`src/shared/ppcd_pkg.sv`:
```
// constants, states and decode helpers for the command decoder
package ppcd_pkg;

  // ****************************************************************
  // register offsets
  // ****************************************************************
  localparam logic [7:0] ADDR_ACK_WIDTH = 8'h03;
  localparam logic [7:0] ADDR_GCFG      = 8'h0A;
  localparam logic [7:0] ADDR_CMD       = 8'h0B;
  localparam logic [7:0] ADDR_REVISION  = 8'h0F;

  // ****************************************************************
  // field positions and reset values
  // ****************************************************************
  localparam int CMD_CGC_BIT  = 7;
  localparam int CMD_TIM_EN   = 3;
  localparam int CMD_RST_BIT  = 0;
  localparam int PAR_DISABLE  = 2;
  localparam int PAR_FLUSH    = 1;
  localparam int PAR_ENABLE   = 0;
  localparam int SIG_SET_BUSY = 2;
  localparam int SIG_ACK      = 1;
  localparam int SIG_CLR_BUSY = 0;
  localparam int GCFG_DIR     = 0;
  localparam int GCFG_MODE    = 1;

  localparam logic [7:0] GCFG_MASK     = 8'h07;
  localparam logic [7:0] GCFG_RST      = 8'h00;
  localparam logic [7:0] CMD_IDLE      = 8'h00;
  localparam logic [7:0] ACK_WIDTH_RST = 8'h05;
  localparam logic [7:0] ACK_WIDTH_MIN = 8'h04;
  localparam logic [7:0] READ_ZERO     = 8'h00;

  // ****************************************************************
  // timing
  // ****************************************************************
  localparam int CLK_PERIOD_NS = 10;
  localparam int ACK_UNIT_NS   = 200;
  localparam int ACK_UNIT_CYC  = (ACK_UNIT_NS + CLK_PERIOD_NS - 1) / CLK_PERIOD_NS;
  localparam int INIT_TIME_NS  = 1000;
  localparam int INIT_CYCLES   = (INIT_TIME_NS + CLK_PERIOD_NS - 1) / CLK_PERIOD_NS;

  // ****************************************************************
  // sequencer states
  // ****************************************************************
  typedef enum logic [4:0] {
    ST_IDLE  = 5'h01,
    ST_STEP1 = 5'h02,
    ST_STEP2 = 5'h04,
    ST_STEP3 = 5'h08,
    ST_DONE  = 5'h10
  } ppcd_state_e;

  // ****************************************************************
  // command type decode from the upper nibble
  // ****************************************************************
  function automatic logic is_cgc(input logic [7:0] cmd);
    return cmd[7:4] == 4'h8;
  endfunction : is_cgc

  function automatic logic is_par(input logic [7:0] cmd);
    return cmd[7:6] == 2'h1;
  endfunction : is_par

  function automatic logic is_sig(input logic [7:0] cmd);
    return cmd[7:5] == 3'h1;
  endfunction : is_sig

  function automatic logic is_tim(input logic [7:0] cmd);
    return cmd[7:4] inside {4'h1, 4'h3, 4'h5, 4'h7};
  endfunction : is_tim

endpackage : ppcd_pkg

```
`src/design/ppcd_top.sv`:
```
// controller command register decoder and executor
//
// Function
// - upper nibble selects type, lower holds parameters
// - register reads zero once command executes
// - reconfigure disables transfers until parallel enable
// - reconfigure plus bit zero resets whole chip
// - soft reset clears revision, reloads after init
// - parallel: bit6 set, bit7 clear, bits2-0
// - parallel order: disable, flush, then enable
// - bit two disables transfers, pin inactive
// - bit one flushes FIFO in any state
// - bit zero enables transfers, pin active
// - signal command overrides busy and ack pins
// - controller mode ignores ack pulse request
// - output modes keep busy requests off pin
// - signal order: set busy, ack, clear busy; the ack pin falls one cycle after busy clears
// - signal bits: set busy, ack, clear busy
// - ack pulse lasts programmed acknowledge width, four units at least
// - timer flag bit four, enable bit three
// - timer may share write with parallel, signal
// - parallel wins when signal also set
// - upper nibble 1001 to 1111 does nothing
// - mode and direction pins change on reconfigure
//
// Added by the designer: the register offsets and strobed register access.
`timescale 1ns/10ps
`default_nettype none
module ppcd_top
  import ppcd_pkg::*;
#(
  parameter int         UNIT_CYC = ACK_UNIT_CYC, // cycles per ack width unit
  parameter int         INIT_CYC = INIT_CYCLES,  // reset initialisation time
  parameter logic [7:0] REV_CODE = 8'h5A         // arbitrary revision value
) (
  input  wire logic       mclk,              // system clock
  input  wire logic       reset,             // sync reset, high
  input  wire logic       ce,                // clock enable
  input  wire logic [7:0] reg_addr,          // register address
  input  wire logic [7:0] reg_wdata,         // write data
  input  wire logic       reg_wr,            // write strobe
  input  wire logic       reg_rd,            // read strobe
  output var  logic [7:0] reg_rdata_q,       // read data, next cycle
  output var  logic       transfers_enabled, // channel enabled pin
  output var  logic       fifo_flush,        // one-cycle flush pulse
  output var  logic       timer_enable,      // timer run enable
  output var  logic       mode_pin,          // applied mode bit
  output var  logic       dir_pin,           // applied direction bit
  output var  logic       busy_out,          // busy pin level
  output var  logic       busy_oe_n,         // busy drive enable, low
  output var  logic       ack_n_out,         // ack pin level, low
  output var  logic       ack_oe_n           // ack drive enable, low
);

  // ****************************************************************
  // state
  // ****************************************************************
  ppcd_state_e state_q;
  logic [7:0]  cmd_q;
  logic [7:0]  gcfg_q;
  logic [7:0]  ack_width_q;
  logic [7:0]  revision_q;
  logic        soft_rst_q;
  logic        ack_start_q;
  logic        ack_active;
  logic        init_done;
  logic        srst;
  logic        cgc_go;
  logic        par_go;
  logic        sig_go;
  logic [7:0]  rd_mux;

  generate
    if (REV_CODE == 8'h00) begin : g_bad_rev
      $error("revision code must be nonzero");
    end
  endgenerate

  // hard pin and soft command share one reset path
  assign srst = reset | soft_rst_q;

  // decoded types of the pending command
  assign cgc_go = is_cgc(cmd_q);
  assign par_go = is_par(cmd_q);
  assign sig_go = is_sig(cmd_q) && !par_go;

  // ****************************************************************
  // helpers
  // ****************************************************************
  ppcd_init_seq #(
    .CYCLES (INIT_CYC)
  ) u_init (
    .mclk   (mclk),
    .reset  (srst),
    .ce     (ce),
    .done_q (init_done)
  );

  ppcd_ack_pulse #(
    .UNIT_CYC (UNIT_CYC)
  ) u_ack (
    .mclk     (mclk),
    .reset    (srst),
    .ce       (ce),
    .start    (ack_start_q),
    .width    (ack_width_q),
    .active_q (ack_active)
  );

  // ****************************************************************
  // register writes
  // ****************************************************************
  // writes are dropped while init runs; host waits for revision
  always_ff @(posedge mclk) begin
    if (srst) begin
      gcfg_q      <= GCFG_RST;
      ack_width_q <= ACK_WIDTH_RST;
    end else if (ce && reg_wr && init_done) begin
      if (reg_addr == ADDR_GCFG) begin
        gcfg_q <= reg_wdata & GCFG_MASK;
      end
      if (reg_addr == ADDR_ACK_WIDTH) begin
        ack_width_q <= reg_wdata;
      end
    end
  end

  // command register: taken only when idle and clear
  always_ff @(posedge mclk) begin
    if (srst) begin
      cmd_q <= CMD_IDLE;
    end else if (ce) begin
      if (state_q == ST_DONE) begin
        cmd_q <= CMD_IDLE;
      end else if (reg_wr && init_done && reg_addr == ADDR_CMD &&
                   state_q == ST_IDLE && cmd_q == CMD_IDLE) begin
        cmd_q <= reg_wdata;
      end
    end
  end

  // ****************************************************************
  // sequencer
  // ****************************************************************
  // three steps give the documented ordering of parameters
  always_ff @(posedge mclk) begin
    if (srst) begin
      state_q <= ST_IDLE;
    end else if (ce) begin
      unique case (state_q)
        ST_IDLE: begin
          if (cmd_q != CMD_IDLE) begin
            state_q <= ST_STEP1;
          end
        end
        ST_STEP1: state_q <= ST_STEP2;
        ST_STEP2: state_q <= ST_STEP3;
        ST_STEP3: state_q <= ST_DONE;
        ST_DONE:  state_q <= ST_IDLE;
        default:  state_q <= ST_IDLE;
      endcase
    end
  end

  // soft reset pulse, reset only by the pin
  always_ff @(posedge mclk) begin
    if (reset) begin
      soft_rst_q <= 1'b0;
    end else if (ce) begin
      soft_rst_q <= (state_q == ST_STEP1) && cgc_go && cmd_q[CMD_RST_BIT];
    end
  end

  // ****************************************************************
  // parallel channel
  // ****************************************************************
  // disable in step one, enable in step three, so both can apply
  always_ff @(posedge mclk) begin
    if (srst) begin
      transfers_enabled <= 1'b0;
    end else if (ce) begin
      if (state_q == ST_STEP1 && cgc_go) begin
        transfers_enabled <= 1'b0;
      end else if (state_q == ST_STEP1 && par_go && cmd_q[PAR_DISABLE]) begin
        transfers_enabled <= 1'b0;
      end else if (state_q == ST_STEP3 && par_go && cmd_q[PAR_ENABLE]) begin
        transfers_enabled <= 1'b1;
      end
    end
  end

  // flush does not look at the enable state
  always_ff @(posedge mclk) begin
    if (srst) begin
      fifo_flush <= 1'b0;
    end else if (ce) begin
      fifo_flush <= (state_q == ST_STEP2) && par_go && cmd_q[PAR_FLUSH];
    end
  end

  // ****************************************************************
  // timer and configuration pins
  // ****************************************************************
  always_ff @(posedge mclk) begin
    if (srst) begin
      timer_enable <= 1'b0;
    end else if (ce && state_q == ST_STEP1 && is_tim(cmd_q)) begin
      timer_enable <= cmd_q[CMD_TIM_EN];
    end
  end

  // pins follow the config register only on reconfigure
  always_ff @(posedge mclk) begin
    if (srst) begin
      mode_pin <= GCFG_RST[GCFG_MODE];
      dir_pin  <= GCFG_RST[GCFG_DIR];
    end else if (ce && state_q == ST_STEP1 && cgc_go) begin
      mode_pin <= gcfg_q[GCFG_MODE];
      dir_pin  <= gcfg_q[GCFG_DIR];
    end
  end

  // ****************************************************************
  // handshake overrides
  // ****************************************************************
  // busy changes only in input modes; elsewhere the pin is an input
  always_ff @(posedge mclk) begin
    if (srst) begin
      busy_out <= 1'b0;
    end else if (ce && sig_go && dir_pin) begin
      if (state_q == ST_STEP1 && cmd_q[SIG_SET_BUSY]) begin
        busy_out <= 1'b1;
      end else if (state_q == ST_STEP3 && cmd_q[SIG_CLR_BUSY]) begin
        busy_out <= 1'b0;
      end
    end
  end

  // ack request only counts in peripheral modes
  always_ff @(posedge mclk) begin
    if (srst) begin
      ack_start_q <= 1'b0;
    end else if (ce) begin
      ack_start_q <= (state_q == ST_STEP2) && sig_go && cmd_q[SIG_ACK] && mode_pin;
    end
  end

  // pin drivers, registered so outputs come from flops
  always_ff @(posedge mclk) begin
    if (srst) begin
      ack_n_out <= 1'b1;
      ack_oe_n  <= 1'b1;
      busy_oe_n <= 1'b1;
    end else if (ce) begin
      ack_n_out <= !(ack_active && mode_pin);
      ack_oe_n  <= !mode_pin;
      busy_oe_n <= !dir_pin;
    end
  end

  // ****************************************************************
  // revision register
  // ****************************************************************
  // reads zero until init completes, a cue for host software
  always_ff @(posedge mclk) begin
    if (srst) begin
      revision_q <= 8'h00;
    end else if (ce) begin
      revision_q <= init_done ? REV_CODE : 8'h00;
    end
  end

  // ****************************************************************
  // register reads
  // ****************************************************************
  always_comb begin
    unique case (reg_addr)
      ADDR_GCFG:      rd_mux = gcfg_q;
      ADDR_ACK_WIDTH: rd_mux = ack_width_q;
      ADDR_CMD:       rd_mux = cmd_q;
      ADDR_REVISION:  rd_mux = revision_q;
      default:        rd_mux = READ_ZERO;
    endcase
  end

  // data stand one cycle only, zero otherwise
  always_ff @(posedge mclk) begin
    if (reset) begin
      reg_rdata_q <= READ_ZERO;
    end else if (ce) begin
      reg_rdata_q <= reg_rd ? rd_mux : READ_ZERO;
    end
  end
endmodule : ppcd_top
`default_nettype wire

```
`src/design/ppcd_init_seq.sv`:
```
// initialisation timer that reports when reset work is complete
`timescale 1ns/10ps
`default_nettype none
module ppcd_init_seq
  import ppcd_pkg::*;
#(
  parameter int CYCLES = INIT_CYCLES
) (
  input  wire logic mclk,   // system clock
  input  wire logic reset,  // hard or soft reset, sync high
  input  wire logic ce,     // clock enable
  output var  logic done_q  // init finished
);

  localparam int CW = $clog2(CYCLES + 1);

  logic [CW-1:0] cnt_q;

  generate
    if (CYCLES < 1) begin : g_bad
      $error("init cycles must be at least one");
    end
  endgenerate

  // ****************************************************************
  // count down after every reset
  // ****************************************************************
  // restarts on any reset so a soft reset looks like power-on
  always_ff @(posedge mclk) begin
    if (reset) begin
      cnt_q  <= CW'(CYCLES);
      done_q <= 1'b0;
    end else if (ce) begin
      if (cnt_q != '0) begin
        cnt_q <= cnt_q - 1'b1;
      end
      done_q <= (cnt_q == CW'(1)) || done_q;
    end
  end

endmodule : ppcd_init_seq
`default_nettype wire

```
`src/design/ppcd_ack_pulse.sv`:
```
// acknowledge pulse timer measured in width units
`timescale 1ns/10ps
`default_nettype none
module ppcd_ack_pulse
  import ppcd_pkg::*;
#(
  parameter int UNIT_CYC = ACK_UNIT_CYC
) (
  input  wire logic       mclk,     // system clock
  input  wire logic       reset,    // sync high
  input  wire logic       ce,       // clock enable
  input  wire logic       start,    // one-cycle request
  input  wire logic [7:0] width,    // units per pulse
  output var  logic       active_q  // pulse in progress
);

  localparam int UW = $clog2(UNIT_CYC + 1);

  logic [UW-1:0] unit_q;
  logic [7:0]    left_q;

  generate
    if (UNIT_CYC < 1) begin : g_bad
      $error("ack unit must be at least one cycle");
    end
  endgenerate

  // ****************************************************************
  // unit prescaler and unit countdown
  // ****************************************************************
  // widths below the minimum are raised so a pulse is never too short
  always_ff @(posedge mclk) begin
    if (reset) begin
      active_q <= 1'b0;
      unit_q   <= '0;
      left_q   <= '0;
    end else if (ce) begin
      if (start && !active_q) begin
        active_q <= 1'b1;
        unit_q   <= UW'(UNIT_CYC - 1);
        left_q   <= (width < ACK_WIDTH_MIN) ? ACK_WIDTH_MIN : width;
      end else if (active_q) begin
        if (unit_q != '0) begin
          unit_q <= unit_q - 1'b1;
        end else begin
          unit_q   <= UW'(UNIT_CYC - 1);
          left_q   <= left_q - 1'b1;
          active_q <= (left_q != 8'h01);
        end
      end
    end
  end

endmodule : ppcd_ack_pulse
`default_nettype wire

```
`config.mk`:
```
export PLATFORM = sky130hd
export DESIGN_NAME = ppcd_top
export DESIGN_NICKNAME = d
export VERILOG_FILES = /design/src/shared/ppcd_pkg.sv /design/src/design/ppcd_top.sv /design/src/design/ppcd_init_seq.sv /design/src/design/ppcd_ack_pulse.sv
export SDC_FILE = /design/constraint.sdc
export NUM_CORES = 1
export LEC_CHECK = 0
export ABC_AREA = 0
export BUFFER_PORTS_ARGS = -buffer_cell sky130_fd_sc_hd__buf_4
export CAP_MARGIN = 10
export CORE_ASPECT_RATIO = 1.4
export CORE_MARGIN = 2
export CORE_UTILIZATION = 50
export CTS_BUF_LIST = sky130_fd_sc_hd__clkbuf_8
export DETAILED_ROUTE_END_ITERATION = 16
export HOLD_SLACK_MARGIN = 0.02
export MAX_ROUTING_LAYER = met4
export PLACE_DENSITY = 0.81
export SYNTH_ARGS = -nofsm -noshare
export SYNTH_HDL_FRONTEND = slang
export SYNTH_SLANG_ARGS = --single-unit
```
`constraint.sdc`:
```
create_clock -name mclk -period 1.9 [get_ports mclk]
set_input_delay 0.285 -clock mclk [delete_from_list [all_inputs] [get_ports mclk]]
set_output_delay 0.285 -clock mclk [all_outputs]
set_load 0.05 [all_outputs]
```
After elaboration in Yosys (flattened, before gate mapping). Index checks and enable logic that the tools add are counted.

Bits in registers: 73. Input bits: 21. Output and inout bits: 17.

Equality and inequality tests: 20. Order comparisons: 1. Add/subtract/negate cells: 3. Bitwise logic cells: 1. Mux-type cells: 22. Reductions and logical operators: 51.

Operator list (count): $mux 8 (7); $pmux 8 s4 (1); $logic_and 1x1->1 (27); $eq 8x4->1 const B (3); $mux 5 (4); $pmux 5 s4 (1); $reduce_and 2->1 (8); $eq 4x3->1 const B (2); $eq 8x2->1 const B (1); $logic_not 8->1 (1); $lt 8x3->1 const B (1); $mux 1 (8); $ne 8x1->1 const B (1); $reduce_bool 8->1 (1); $sub 8x1->8 const B (1); $eq 7x1->1 const B (1); $mux 7 (1); $reduce_bool 7->1 (1); $sub 7x1->7 const B (1); $reduce_bool 2->1 (3); $eq 5x1->1 const B (1); $eq 5x2->1 const B (1); $eq 5x3->1 const B (1); $eq 5x4->1 const B (1); 15 further kinds (20).

Longest topological paths before layout. Gate-level depths: netlist of the first run.

Word-level depth: 6. Gate-level depth with buffers: 6. Mapped depth without buffers: 6.

Hierarchy. A second synthesis of the first run with hierarchy kept.

Cell total of the unflattened synthesis: 370. Area, all modules: 3350.7 um^2.

Modules (own cells, without submodules): ppcd_top (cells each 216, times used 1, sequential area each 880.8 um^2, area an instance 2059.5 um^2); ppcd_ack_pulse (cells each 107, times used 1, sequential area each 280.3 um^2, area an instance 847.1 um^2); ppcd_init_seq (cells each 47, times used 1, sequential area each 160.2 um^2, area an instance 444.2 um^2).

Worst setup path after synthesis of the first run. No wires, ideal clock.

Path type: flip-flop to flip-flop. Start: reg u_ack.unit_q[0]. End: reg u_ack.left_q[5]. Stages on the path, launching flop included: 7. Clock period less this slack: 1737 ps. Setup time: 117 ps. Arrival: 1619 ps. Buffers on the path: 0. Setup slack: 163 ps. Cell sequence: dfxtp_1 -> inv_1 -> ha_1 -> or4b_4 -> a21oi_4 -> o21ai_1 -> a32o_1.

Word-level cells in the longest chain between the ends: 3.

RTL lines: start: declaration (line ppcd_ack_pulse.sv:19) `logic [UW-1:0] unit_q;`; start signal: assignment (line ppcd_ack_pulse.sv:40) `unit_q <= UW'(UNIT_CYC - 1);`; start signal: assignment (line ppcd_ack_pulse.sv:44) `unit_q <= unit_q - 1'b1;`; start signal: assignment (line ppcd_ack_pulse.sv:46) `unit_q <= UW'(UNIT_CYC - 1);`; $reduce_bool 5->1 (line ppcd_ack_pulse.sv:43) `if (unit_q != '0) begin`; $ne 2x1->1 (no source line); $reduce_and 3->1 (no source line); end signal: assignment (line ppcd_ack_pulse.sv:41) `left_q <= (width < ACK_WIDTH_MIN) ? ACK_WIDTH_MIN : width;`; end signal: assignment (line ppcd_ack_pulse.sv:47) `left_q <= left_q - 1'b1;`; end: declaration (line ppcd_ack_pulse.sv:20) `logic [7:0] left_q;`.

Every way passes these cells. A chain may end at the register's enable or synchronous reset.

Final worst setup path of the first run. Same ends and word-level chain as after synthesis.

==> results.tsv, run 1 <==
metric	value	unit
outcome	finished, final reports clean	
HPWL Detailed	5760	um
Root Buffer	clkbuf_8	
Die X-Extent	71.3	um
mux cell area share after synthesis	6.72	%
CTS sink count	66	
Final Net Count	436	
Post-synth EDFFs	0	
worst reg2reg setup slack	0.09	ns
wirelength, routed	7860	um
Cell Pwr Density	699	mW/mm^2
post-synthesis compound-gate area fraction	20.8	%
final setup violating endpoints	0	
clock skew	0.00519	ns
syn_nets	390	
CTS tree	done	
number of global-route vias before repair	2871	
max-cap viol count	0	
R2R Path End	u_ack.left_q[5]	
total power	2.63	mW
Placer Congestion	0.875	
initial DRC count	257	
Max VDD drop	714	uV
global-route wire length before repair	13400	um
Cells after Synth	364	
Max Root-Sink Buffers	2	
max-slew violations	0	
Hold-fix buffers, CTS	0	
Tmin final	1.81	ns
post-synthesis cell type count	61	
simple-gate share of the synthesized area	24.5	%
Synth Area per Inst	8.70	um^2
Die Height	98.2	um
relative slew slack	53.6	%
Synth Area in XOR/XNOR	0.553	%
clock slew at reported path FFs	0.07	ns
Critical Path Fanout Max	6	
H-tree lvl count	3	
YS warnings	0	
synthesis-to-finish area growth	18.8	%
Starting Density	51.3	%
Worst Max-Slew Pin Slew	0.689	ns
diodes inserted	0	
Final Hold Fails	0	
Main synth FF type	dfxtp_1	
RSZ-0062 raised after global routing	yes	
CP Capture Point	u_ack.left_q[5]	
drt drc	0	
Worst EP arrival	2.04	ns
CP Class	reg -> reg	
Period Utilization, post-route	95.1	%
synthesized cell area	0.00317	mm^2
startpoint types	flop	
port bufs	37	
crit path from	u_ack.unit_q[0]	
WL/cell	16.2	um
adder-cell share of the synthesized area	1.98	%
io pins	38	
sequential element share of the synthesized area	41.7	%
Core ar.	0.00617	mm^2
total CTS buffers	9	
initial antenna violation count	0	
f_max	554	MHz
worst min path class	in -> reg	
total grt overflow	0	
aggregate global-route resource usage	24.7	%
crit end category	flop	
reg2reg start	u_ack.unit_q[0]	
Post-DRT Antenna Nets	0	
first-pass iteration count of the detailed router	4	
Place WS	0.0250	ns
r2r worst-path depth	6	
vias post-DR	2943	
share of layout cells above drive strength 1	19.6	%
CP required	2.13	ns
FP Rows	34	
setup ws final	0.0938	ns
Pleak	1.55	nW
largest net degree at the start of global routing	36	
worst skew pair latency	0.34	ns
main combinational cell family by area after synthesis	simple AND/OR/NAND/NOR gates	
Synth async-reset ratio	0	%
drt via density	6.06	
FF+latch count, synth	66	
Die ar.	0.00700	mm^2
-- logic make-up (layout without fill, tap and decap cells) --
kind of cell / after synthesis / in the layout
AO/OA/AOI/OAI: 96 / 96
XOR/XNOR: 2 / 2
adder cells (fa/ha/maj): 5 / 5
buffers and inverters: 30 / 80
flip-flops: 66 / 66
multiplexers: 21 / 21
AND/OR/NAND/NOR: 144 / 144
-- state kept, by name, indices dropped and copies added, names as in the netlist --
signal and flops:
transfers_enabled 1, ack_start_q 1, u_init.done_q 1, soft_rst_q 1, dir_pin 1, ack_oe_n 1
mode_pin 1, u_ack.left_q 8, reg_rdata_q 8, revision_q 1, busy_out 1, busy_oe_n 1
ack_n_out 1, u_ack.unit_q 5, u_init.cnt_q 7, cmd_q 8, ack_width_q 8, timer_enable 1
fifo_flush 1, u_ack.active_q 1, gcfg_q 3, state_q 5
-- critical path, stage by stage, from the launching register on --
cell and delay [ns]:
dfxtp_1 0.31, inv_1 0.13, ha_4 0.17, or4b_4 0.51
a21oi_4 0.23, o21ai_1 0.10, a32o_1 0.26
-- layout by cell type (no fill, tap or decap), types with 7 or more instances in the layout --
| cell | count |
|---|---|
| a22o_1 | 9 |
| inv_1 | 14 |
| nor2b_1 | 7 |
| nor2_1 | 37 |
| dfxtp_1 | 66 |
| nor4_1 | 7 |
| nor3_1 | 11 |
| nand3_1 | 7 |
| nand2_1 | 37 |
| a21oi_1 | 22 |
| o21ai_0 | 18 |
| buf_4 | 51 |
| mux2i_1 | 19 |
| clkbuf_8 | 11 |
-- cells in the mapped netlist (5+ instances only) --
cell / number / area share (%)
ha_1: 5 / 2.0
inv_1: 13 / 1.5
nor3_1: 11 / 1.7
mux2i_1: 19 / 6.0
a21oi_1: 22 / 3.5
nand4_1: 6 / 1.2
nor2_1: 38 / 4.5
nor4_1: 7 / 1.4
a22o_1: 9 / 2.5
nor2b_1: 7 / 1.4
nand2_1: 37 / 4.4
nand3_1: 7 / 1.1
dfxtp_1: 66 / 42
o31ai_1: 6 / 1.4
clkbuf_1: 12 / 1.4
o21ai_0: 18 / 2.8
a22oi_1: 5 / 1.2
-- report_power, final --
group | internal, mW | switching, mW | leakage (nW) | total, mW
clock | 0.526 | 0.512 | 0.0961 | 1.04
combinational | 0.0706 | 0.107 | 0.922 | 0.177
sequential | 1.40 | 0.0165 | 0.533 | 1.41
-- timing repair --
action,CTS,global route
setup buffers,0,1
endpoints found under the setup margin,0,14
endpoints found under the hold margin,0,0
resized for setup,0,3
-- worst min path at each step --
stage,cells past startpoint,slack [ns],endpoint,from
6_report,2,0.16,reg_rdata_q[7],reset
5_1_grt,2,0.16,reg_rdata_q[7],reset
4_1_cts,2,0.15,reg_rdata_q[7],reset
3_5_place_dp,2,0.45,reg_rdata_q[6],reg_rdata_q[6]
3_3_place_gp,2,0.45,reg_rdata_q[0],reg_rdata_q[0]
2_1_floorplan,1,0.35,reg_rdata_q[5],reset
-- routing by layer --
layer | up-vias | part of all wire (%) | global-route usage, %
li1 | 1434 | - | -
met1 | 1409 | 39 | 28.3
met2 | 83 | 54 | 42.0
met3 | 17 | 4.4 | 3.41
met4 | 0 | 2.8 | 11.6
met5 | - | 0 | -
-- layout make-up --
| class | instances | area [um^2] |
|---|---|---|
| inverter | 14 | 52.6 |
| clock inverter | 4 | 18.8 |
| fill | 543 | 2410 |
| sequential | 66 | 1320 |
| clock buffer | 11 | 151 |
| timing repair buffer | 51 | 383 |
| tap | 72 | 90.1 |
| multi-input combinational | 268 | 1740 |
-- metrics by stage --
stage / std cells / hold slack (ns) / TNS [ns] / cell area [um^2] / utilization (%)
after floorplan: 364 / 0.354 / 0 / 3170 / -
after global placement: 470 / 0.445 / 0 / 3570 / 57.8
after detailed placement: 470 / 0.454 / 0 / 3570 / 57.8
after CTS: 485 / 0.150 / 0 / 3740 / 60.6
after global routing: 486 / 0.164 / -0.00250 / 3760 / 61.0
final: 486 / 0.157 / 0 / 3760 / 61.0
Note: power is estimated with default switching activity, not from simulation.
==> inputs of run 2 (changes only) <==
--- a/config.mk
+++ b/config.mk
@@ -15,7 +15,7 @@
 export DETAILED_ROUTE_END_ITERATION = 16
 export HOLD_SLACK_MARGIN = 0.02
 export MAX_ROUTING_LAYER = met4
-export PLACE_DENSITY = 0.81
+export PLACE_DENSITY = 0.78
 export SYNTH_ARGS = -nofsm -noshare
 export SYNTH_HDL_FRONTEND = slang
 export SYNTH_SLANG_ARGS = --single-unit
==> run 2 against run 1 <==
Die area is the same. Cell area rose by 1.6%. Total power rose by 9.9%. Flip-flop and latch count unchanged. Wire length down 0.34%. Fmax rose by 2.8%. Cell count is 0.62% higher. Combinational power hardly changed. Critical path depth stayed put. Via count is 2.7% lower. Critical path type unchanged.
==> results.tsv, run 2 (synthesis gave the netlist of run 1 again) <==
metric	value	unit
Die ar.	0.00700	mm^2
port bufs	37	
first-pass iteration count of the detailed router	4	
CTS sink count	66	
met1 Use GR	28.5	%
Root Buffer	clkbuf_8	
met3 usage in global routing	3.10	%
Die Height	98.2	um
Seq pwr share	48.9	%
Largest delay share family, worst path	compound AO/OA/AOI/OAI gates	
Setup Total Neg Slack	0	ns
CP max stage cell	or4b_4	
relative slew slack	50.2	%
CTS tree	done	
Period Utilization, post-route	92.4	%
Cell Pwr Density	756	mW/mm^2
f_max	569	MHz
FP Rows	34	
met2 Usage GRT	40.5	%
initial antenna violation count	0	
Max Root-Sink Buffers	2	
CP required	2.15	ns
Starting Density	51.3	%
Fillers	539	
switching portion of total power	22.7	%
clock power share	45.0	%
Critical Path Fanout Max	7	
initial DRC count	185	
drt drc	0	
Inst Count DP	472	
total power	2.89	mW
Max stage delay on crit path	0.50	ns
wirelength, routed	7830	um
final setup violating endpoints	0	
crit end category	flop	
Max VDD drop	636	uV
FF/Latch Area	0.00132	mm^2
total grt overflow	0	
share of layout cells above drive strength 1	20.1	%
Placer Congestion	0.879	
commonest non-fill, non-tap cells in the layout	dfxtp_1, buf_4, nor2_1, nand2_1, a21oi_1	
RSZ-0062 raised after global routing	no	
max-cap viol count	0	
clock skew	0.0139	ns
diodes inserted	0	
Logic pwr share	6.1	%
synthesis-to-finish area growth	20.7	%
io pins	38	
clock slew at reported path FFs	0.08	ns
sw power	656	uW
Die X-Extent	71.3	um
WL/cell	16.0	um
global-route wire length before repair	13100	um
Hold-fix buffers, CTS	0	
startpoint types	flop	
worst skew pair latency	0.35	ns
max-slew violations	0	
final std cells w/o fill	489	
aggregate global-route resource usage	24.2	%
Multi-input gate area	0.00174	mm^2
vias post-DR	2864	
Worst Max-Slew Pin Slew	0.739	ns
largest net degree at the start of global routing	36	
drt via density	5.86	
Pleak	1.58	nW
Tmin final	1.76	ns
Core ar.	0.00617	mm^2
total CTS buffers	9	
grt peak-use layer	met2	
Worst EP arrival	2.01	ns
number of global-route vias before repair	2788	
H-tree lvl count	3	
CP Class	reg -> reg	
WP buf/inv	1	
internal power	2.23	mW
commonest non-fill, non-tap cell in the layout	dfxtp_1	
Final Hold Fails	0	
HPWL Detailed	5730	um
Post-DRT Antenna Nets	0	
Final Net Count	438	
CP cell instances	inv_2 > ha_4 > or4b_4 > a21oi_4 > o21ai_1 > a32o_1	
outcome	finished, final reports clean	
worst min path class	in -> reg	
Min Hold Slack	0.151	ns
run 2: cell count changes in the layout (fill, tap and decap cells not counted), sizes merged:
cell	delta
buf	+2
bufinv	+2
clkinv	-1
clkinvlp	+1
clkbuf	-1
run 2: final timing paths:
check | startpoint | slack, ns | depth (start not counted) | endpoint
worst max register to register | u_ack.unit_q[0] | 0.14 | 6 | u_ack.left_q[5]
worst min-delay path | reg_wdata[4] | 0.15 | 2 | cmd_q[4]
worst min register to register | reg_rdata_q[6] | 0.46 | 2 | reg_rdata_q[6]
worst max-delay path | u_ack.unit_q[0] | 0.14 | 6 | u_ack.left_q[5]
run 2: power groups by stage:
stage	logic, mW	clock network, mW	registers (mW)
floorplan	0.104	0	1.44
global placement	0.172	0	1.44
detailed placement	0.176	0	1.44
CTS	0.177	1.32	1.41
global route	0.196	1.39	1.41
finish	0.176	1.30	1.41
run 2: worst register-to-register path: cells and delay by family (launching register included):
kind / cells / cell delay [ns]
AO/OA/AOI/OAI: 3 / 0.59
AND/OR/NAND/NOR: 1 / 0.50
flip-flops: 1 / 0.33
adder cells (fa/ha/maj): 1 / 0.15
buffers and inverters: 1 / 0.09
run 2: metal layers:
metal | part of all wire, % | vias to the layer above
met5 | 0 | -
met4 | 1.9 | 0
met3 | 3.9 | 13
met2 | 53 | 69
met1 | 41 | 1349
li1 | - | 1433
run 2: cell type report:
type | count | area share, %
Clock buffer | 10 | 3.60
Timing Repair Buffer | 53 | 10.4
Sequential cell | 66 | 34.6
Tap cell | 72 | 2.36
Clock inverter | 6 | 2.13
Inverter | 14 | 1.37
Multi-Input combinational cell | 268 | 45.6
run 2: per-stage QoR:
stage | util, % | setup slack, ns | area [um^2]
after floorplan | - | 0.163 | 3170
after global routing | 62.0 | 0.0482 | 3820
after CTS | 61.6 | 0.0355 | 3800
final | 62.0 | 0.144 | 3820
after detailed placement | 58.1 | 0.0409 | 3580
after global placement | 58.1 | 0.0902 | 3580
run 2: what timing repair did:
action | in CTS | in global routing
buffers inserted | 0 | 1
gates resized for setup | 0 | 3
endpoints found under the setup margin | 0 | 10
==> inputs of run 3 (changes only) <==
==> constraint.sdc (replaced) <==
create_clock -name mclk -period 2.1 [get_ports mclk]
set_input_delay 0.315 -clock mclk [delete_from_list [all_inputs] [get_ports mclk]]
set_output_delay 0.315 -clock mclk [all_outputs]
set_load 0.02 [all_outputs]
==> run 3 against run 2 <==
Hold slack better by 0.029 ns. Flip-flop and latch count stayed put. Critical endpoint unchanged. Sequential power fell by 9%. First-iteration DRC count down 10%. Combinational power is 11% lower. Worst setup slack improved by 0.064 ns. Wire length decreased by 4.6%. Cell count down 1.2%. Count of clock-buffer cells in the layout did not move. Die area unchanged. Non-clock buffer count down 6. Total power fell by 1.9%.
==> results.tsv, run 3 (synthesis gave the netlist of run 1 again) <==
metric	value	unit
CP Depth	6	
Root Buffer	clkbuf_8	
Post-CTS Setup Repair Bufs	0	
Period Utilization, post-route	90.1	%
wirelength, routed	7470	um
Die Height	98.2	um
largest net degree at the start of global routing	36	
WL/cell	15.5	um
Tmin final	1.89	ns
commonest non-fill, non-tap cells in the layout	dfxtp_1, buf_4, nor2_1, nand2_1, a21oi_1	
crit end category	flop	
final setup violating endpoints	0	
final std cells w/o fill	483	
worst min path class	in -> reg	
Inst Count DP	467	
clock skew	0.0105	ns
initial antenna violation count	0	
vias post-DR	2862	
Max Root-Sink Buffers	2	
r2r worst-path depth	6	
worst reg2reg setup slack	0.21	ns
reg2reg start	u_ack.unit_q[0]	
CP required	2.34	ns
Critical Path Fanout Max	7	
Place WS	0.217	ns
Starting Density	51.3	%
Cell Pwr Density	743	mW/mm^2
diodes inserted	0	
aggregate global-route resource usage	23.8	%
crit path from	u_ack.unit_q[0]	
CP cell instances	inv_1 > ha_1 > or4b_4 > a21oi_4 > o21ai_1 > a32o_1	
H-tree lvl count	3	
drt via density	5.93	
Pleak	1.57	nW
Die ar.	0.00700	mm^2
CTS sink count	66	
Final Net Count	432	
number of global-route vias before repair	2829	
first-pass iteration count of the detailed router	4	
Setup Total Neg Slack	0	ns
WP buf/inv	1	
Largest delay share family, worst path	compound AO/OA/AOI/OAI gates	
Max stage delay on crit path	0.54	ns
outcome	finished, final reports clean	
Fillers	525	
CP max stage cell	or4b_4	
port bufs	37	
drt drc	0	
share of layout cells above drive strength 1	18.5	%
number of gates resized after CTS	0	
relative slew slack	56.4	%
Die X-Extent	71.3	um
Final Hold Fails	0	
max-cap viol count	0	
Hold-fix buffers, CTS	0	
CP Capture Point	u_ack.left_q[5]	
total grt overflow	0	
total CTS buffers	9	
HPWL Detailed	5470	um
Max VDD drop	493	uV
max-slew violations	0	
setup ws final	0.207	ns
global-route wire length before repair	13000	um
synthesis-to-finish area growth	20.4	%
Core ar.	0.00617	mm^2
clock slew at reported path FFs	0.07	ns
startpoint types	flop	
Worst EP arrival	2.13	ns
RSZ-0062 raised after global routing	no	
Post-DRT Antenna Nets	0	
initial DRC count	166	
f_max	528	MHz
worst skew pair latency	0.34	ns
Min Hold Slack	0.180	ns
commonest non-fill, non-tap cell in the layout	dfxtp_1	
Placer Congestion	0.904	
CTS tree	done	
FP Rows	34	
Worst Max-Slew Pin Slew	0.645	ns
io pins	38	
CP Class	reg -> reg	
R2R Path End	u_ack.left_q[5]	
run 3: per-stage QoR:
step / util [%] / power, mW / cell area, um^2
6_report: 61.8 / 2.83 / 3810
2_1_floorplan: - / 1.40 / 3170
4_1_cts: 61.8 / 2.85 / 3810
3_5_place_dp: 57.5 / 1.46 / 3550
3_3_place_gp: 57.5 / 1.46 / 3550
5_1_grt: 61.8 / 2.93 / 3810
run 3: cell type report:
type | count | area [um^2] | share of cell area [%]
well taps | 72 | 90.1 | 2.36
repair buffers | 47 | 353 | 9.25
inverters | 14 | 52.6 | 1.38
flip-flops and latches | 66 | 1320 | 34.7
clock buffers | 10 | 138 | 3.61
multi-input cells | 268 | 1730 | 45.4
clock inverters | 6 | 129 | 3.38
run 3: power breakdown:
group          switching (mW)  internal (mW)
Combinational          0.0933         0.0626
Sequential             0.0141           1.26
Clock                   0.464          0.935
run 3: worst min-delay path by stage:
stage	slack, ns	start	depth (start not counted)	endpoint
CTS	0.17	reset	2	reg_rdata_q[5]
global placement	0.44	reg_rdata_q[4]	2	reg_rdata_q[4]
detailed placement	0.45	reg_rdata_q[4]	2	reg_rdata_q[4]
global route	0.17	reset	2	reg_rdata_q[7]
floorplan	0.38	reset	1	reg_rdata_q[5]
finish	0.18	reset	2	reg_rdata_q[5]
run 3: per-layer routing:
metal | vias to the layer above | part of all wire (%) | global-route usage, %
li1 | 1426 | - | -
met1 | 1339 | 42 | 27.9
met2 | 75 | 51 | 38.7
met3 | 22 | 4.0 | 4.44
met4 | 0 | 3.3 | 11.8
met5 | - | 0 | -
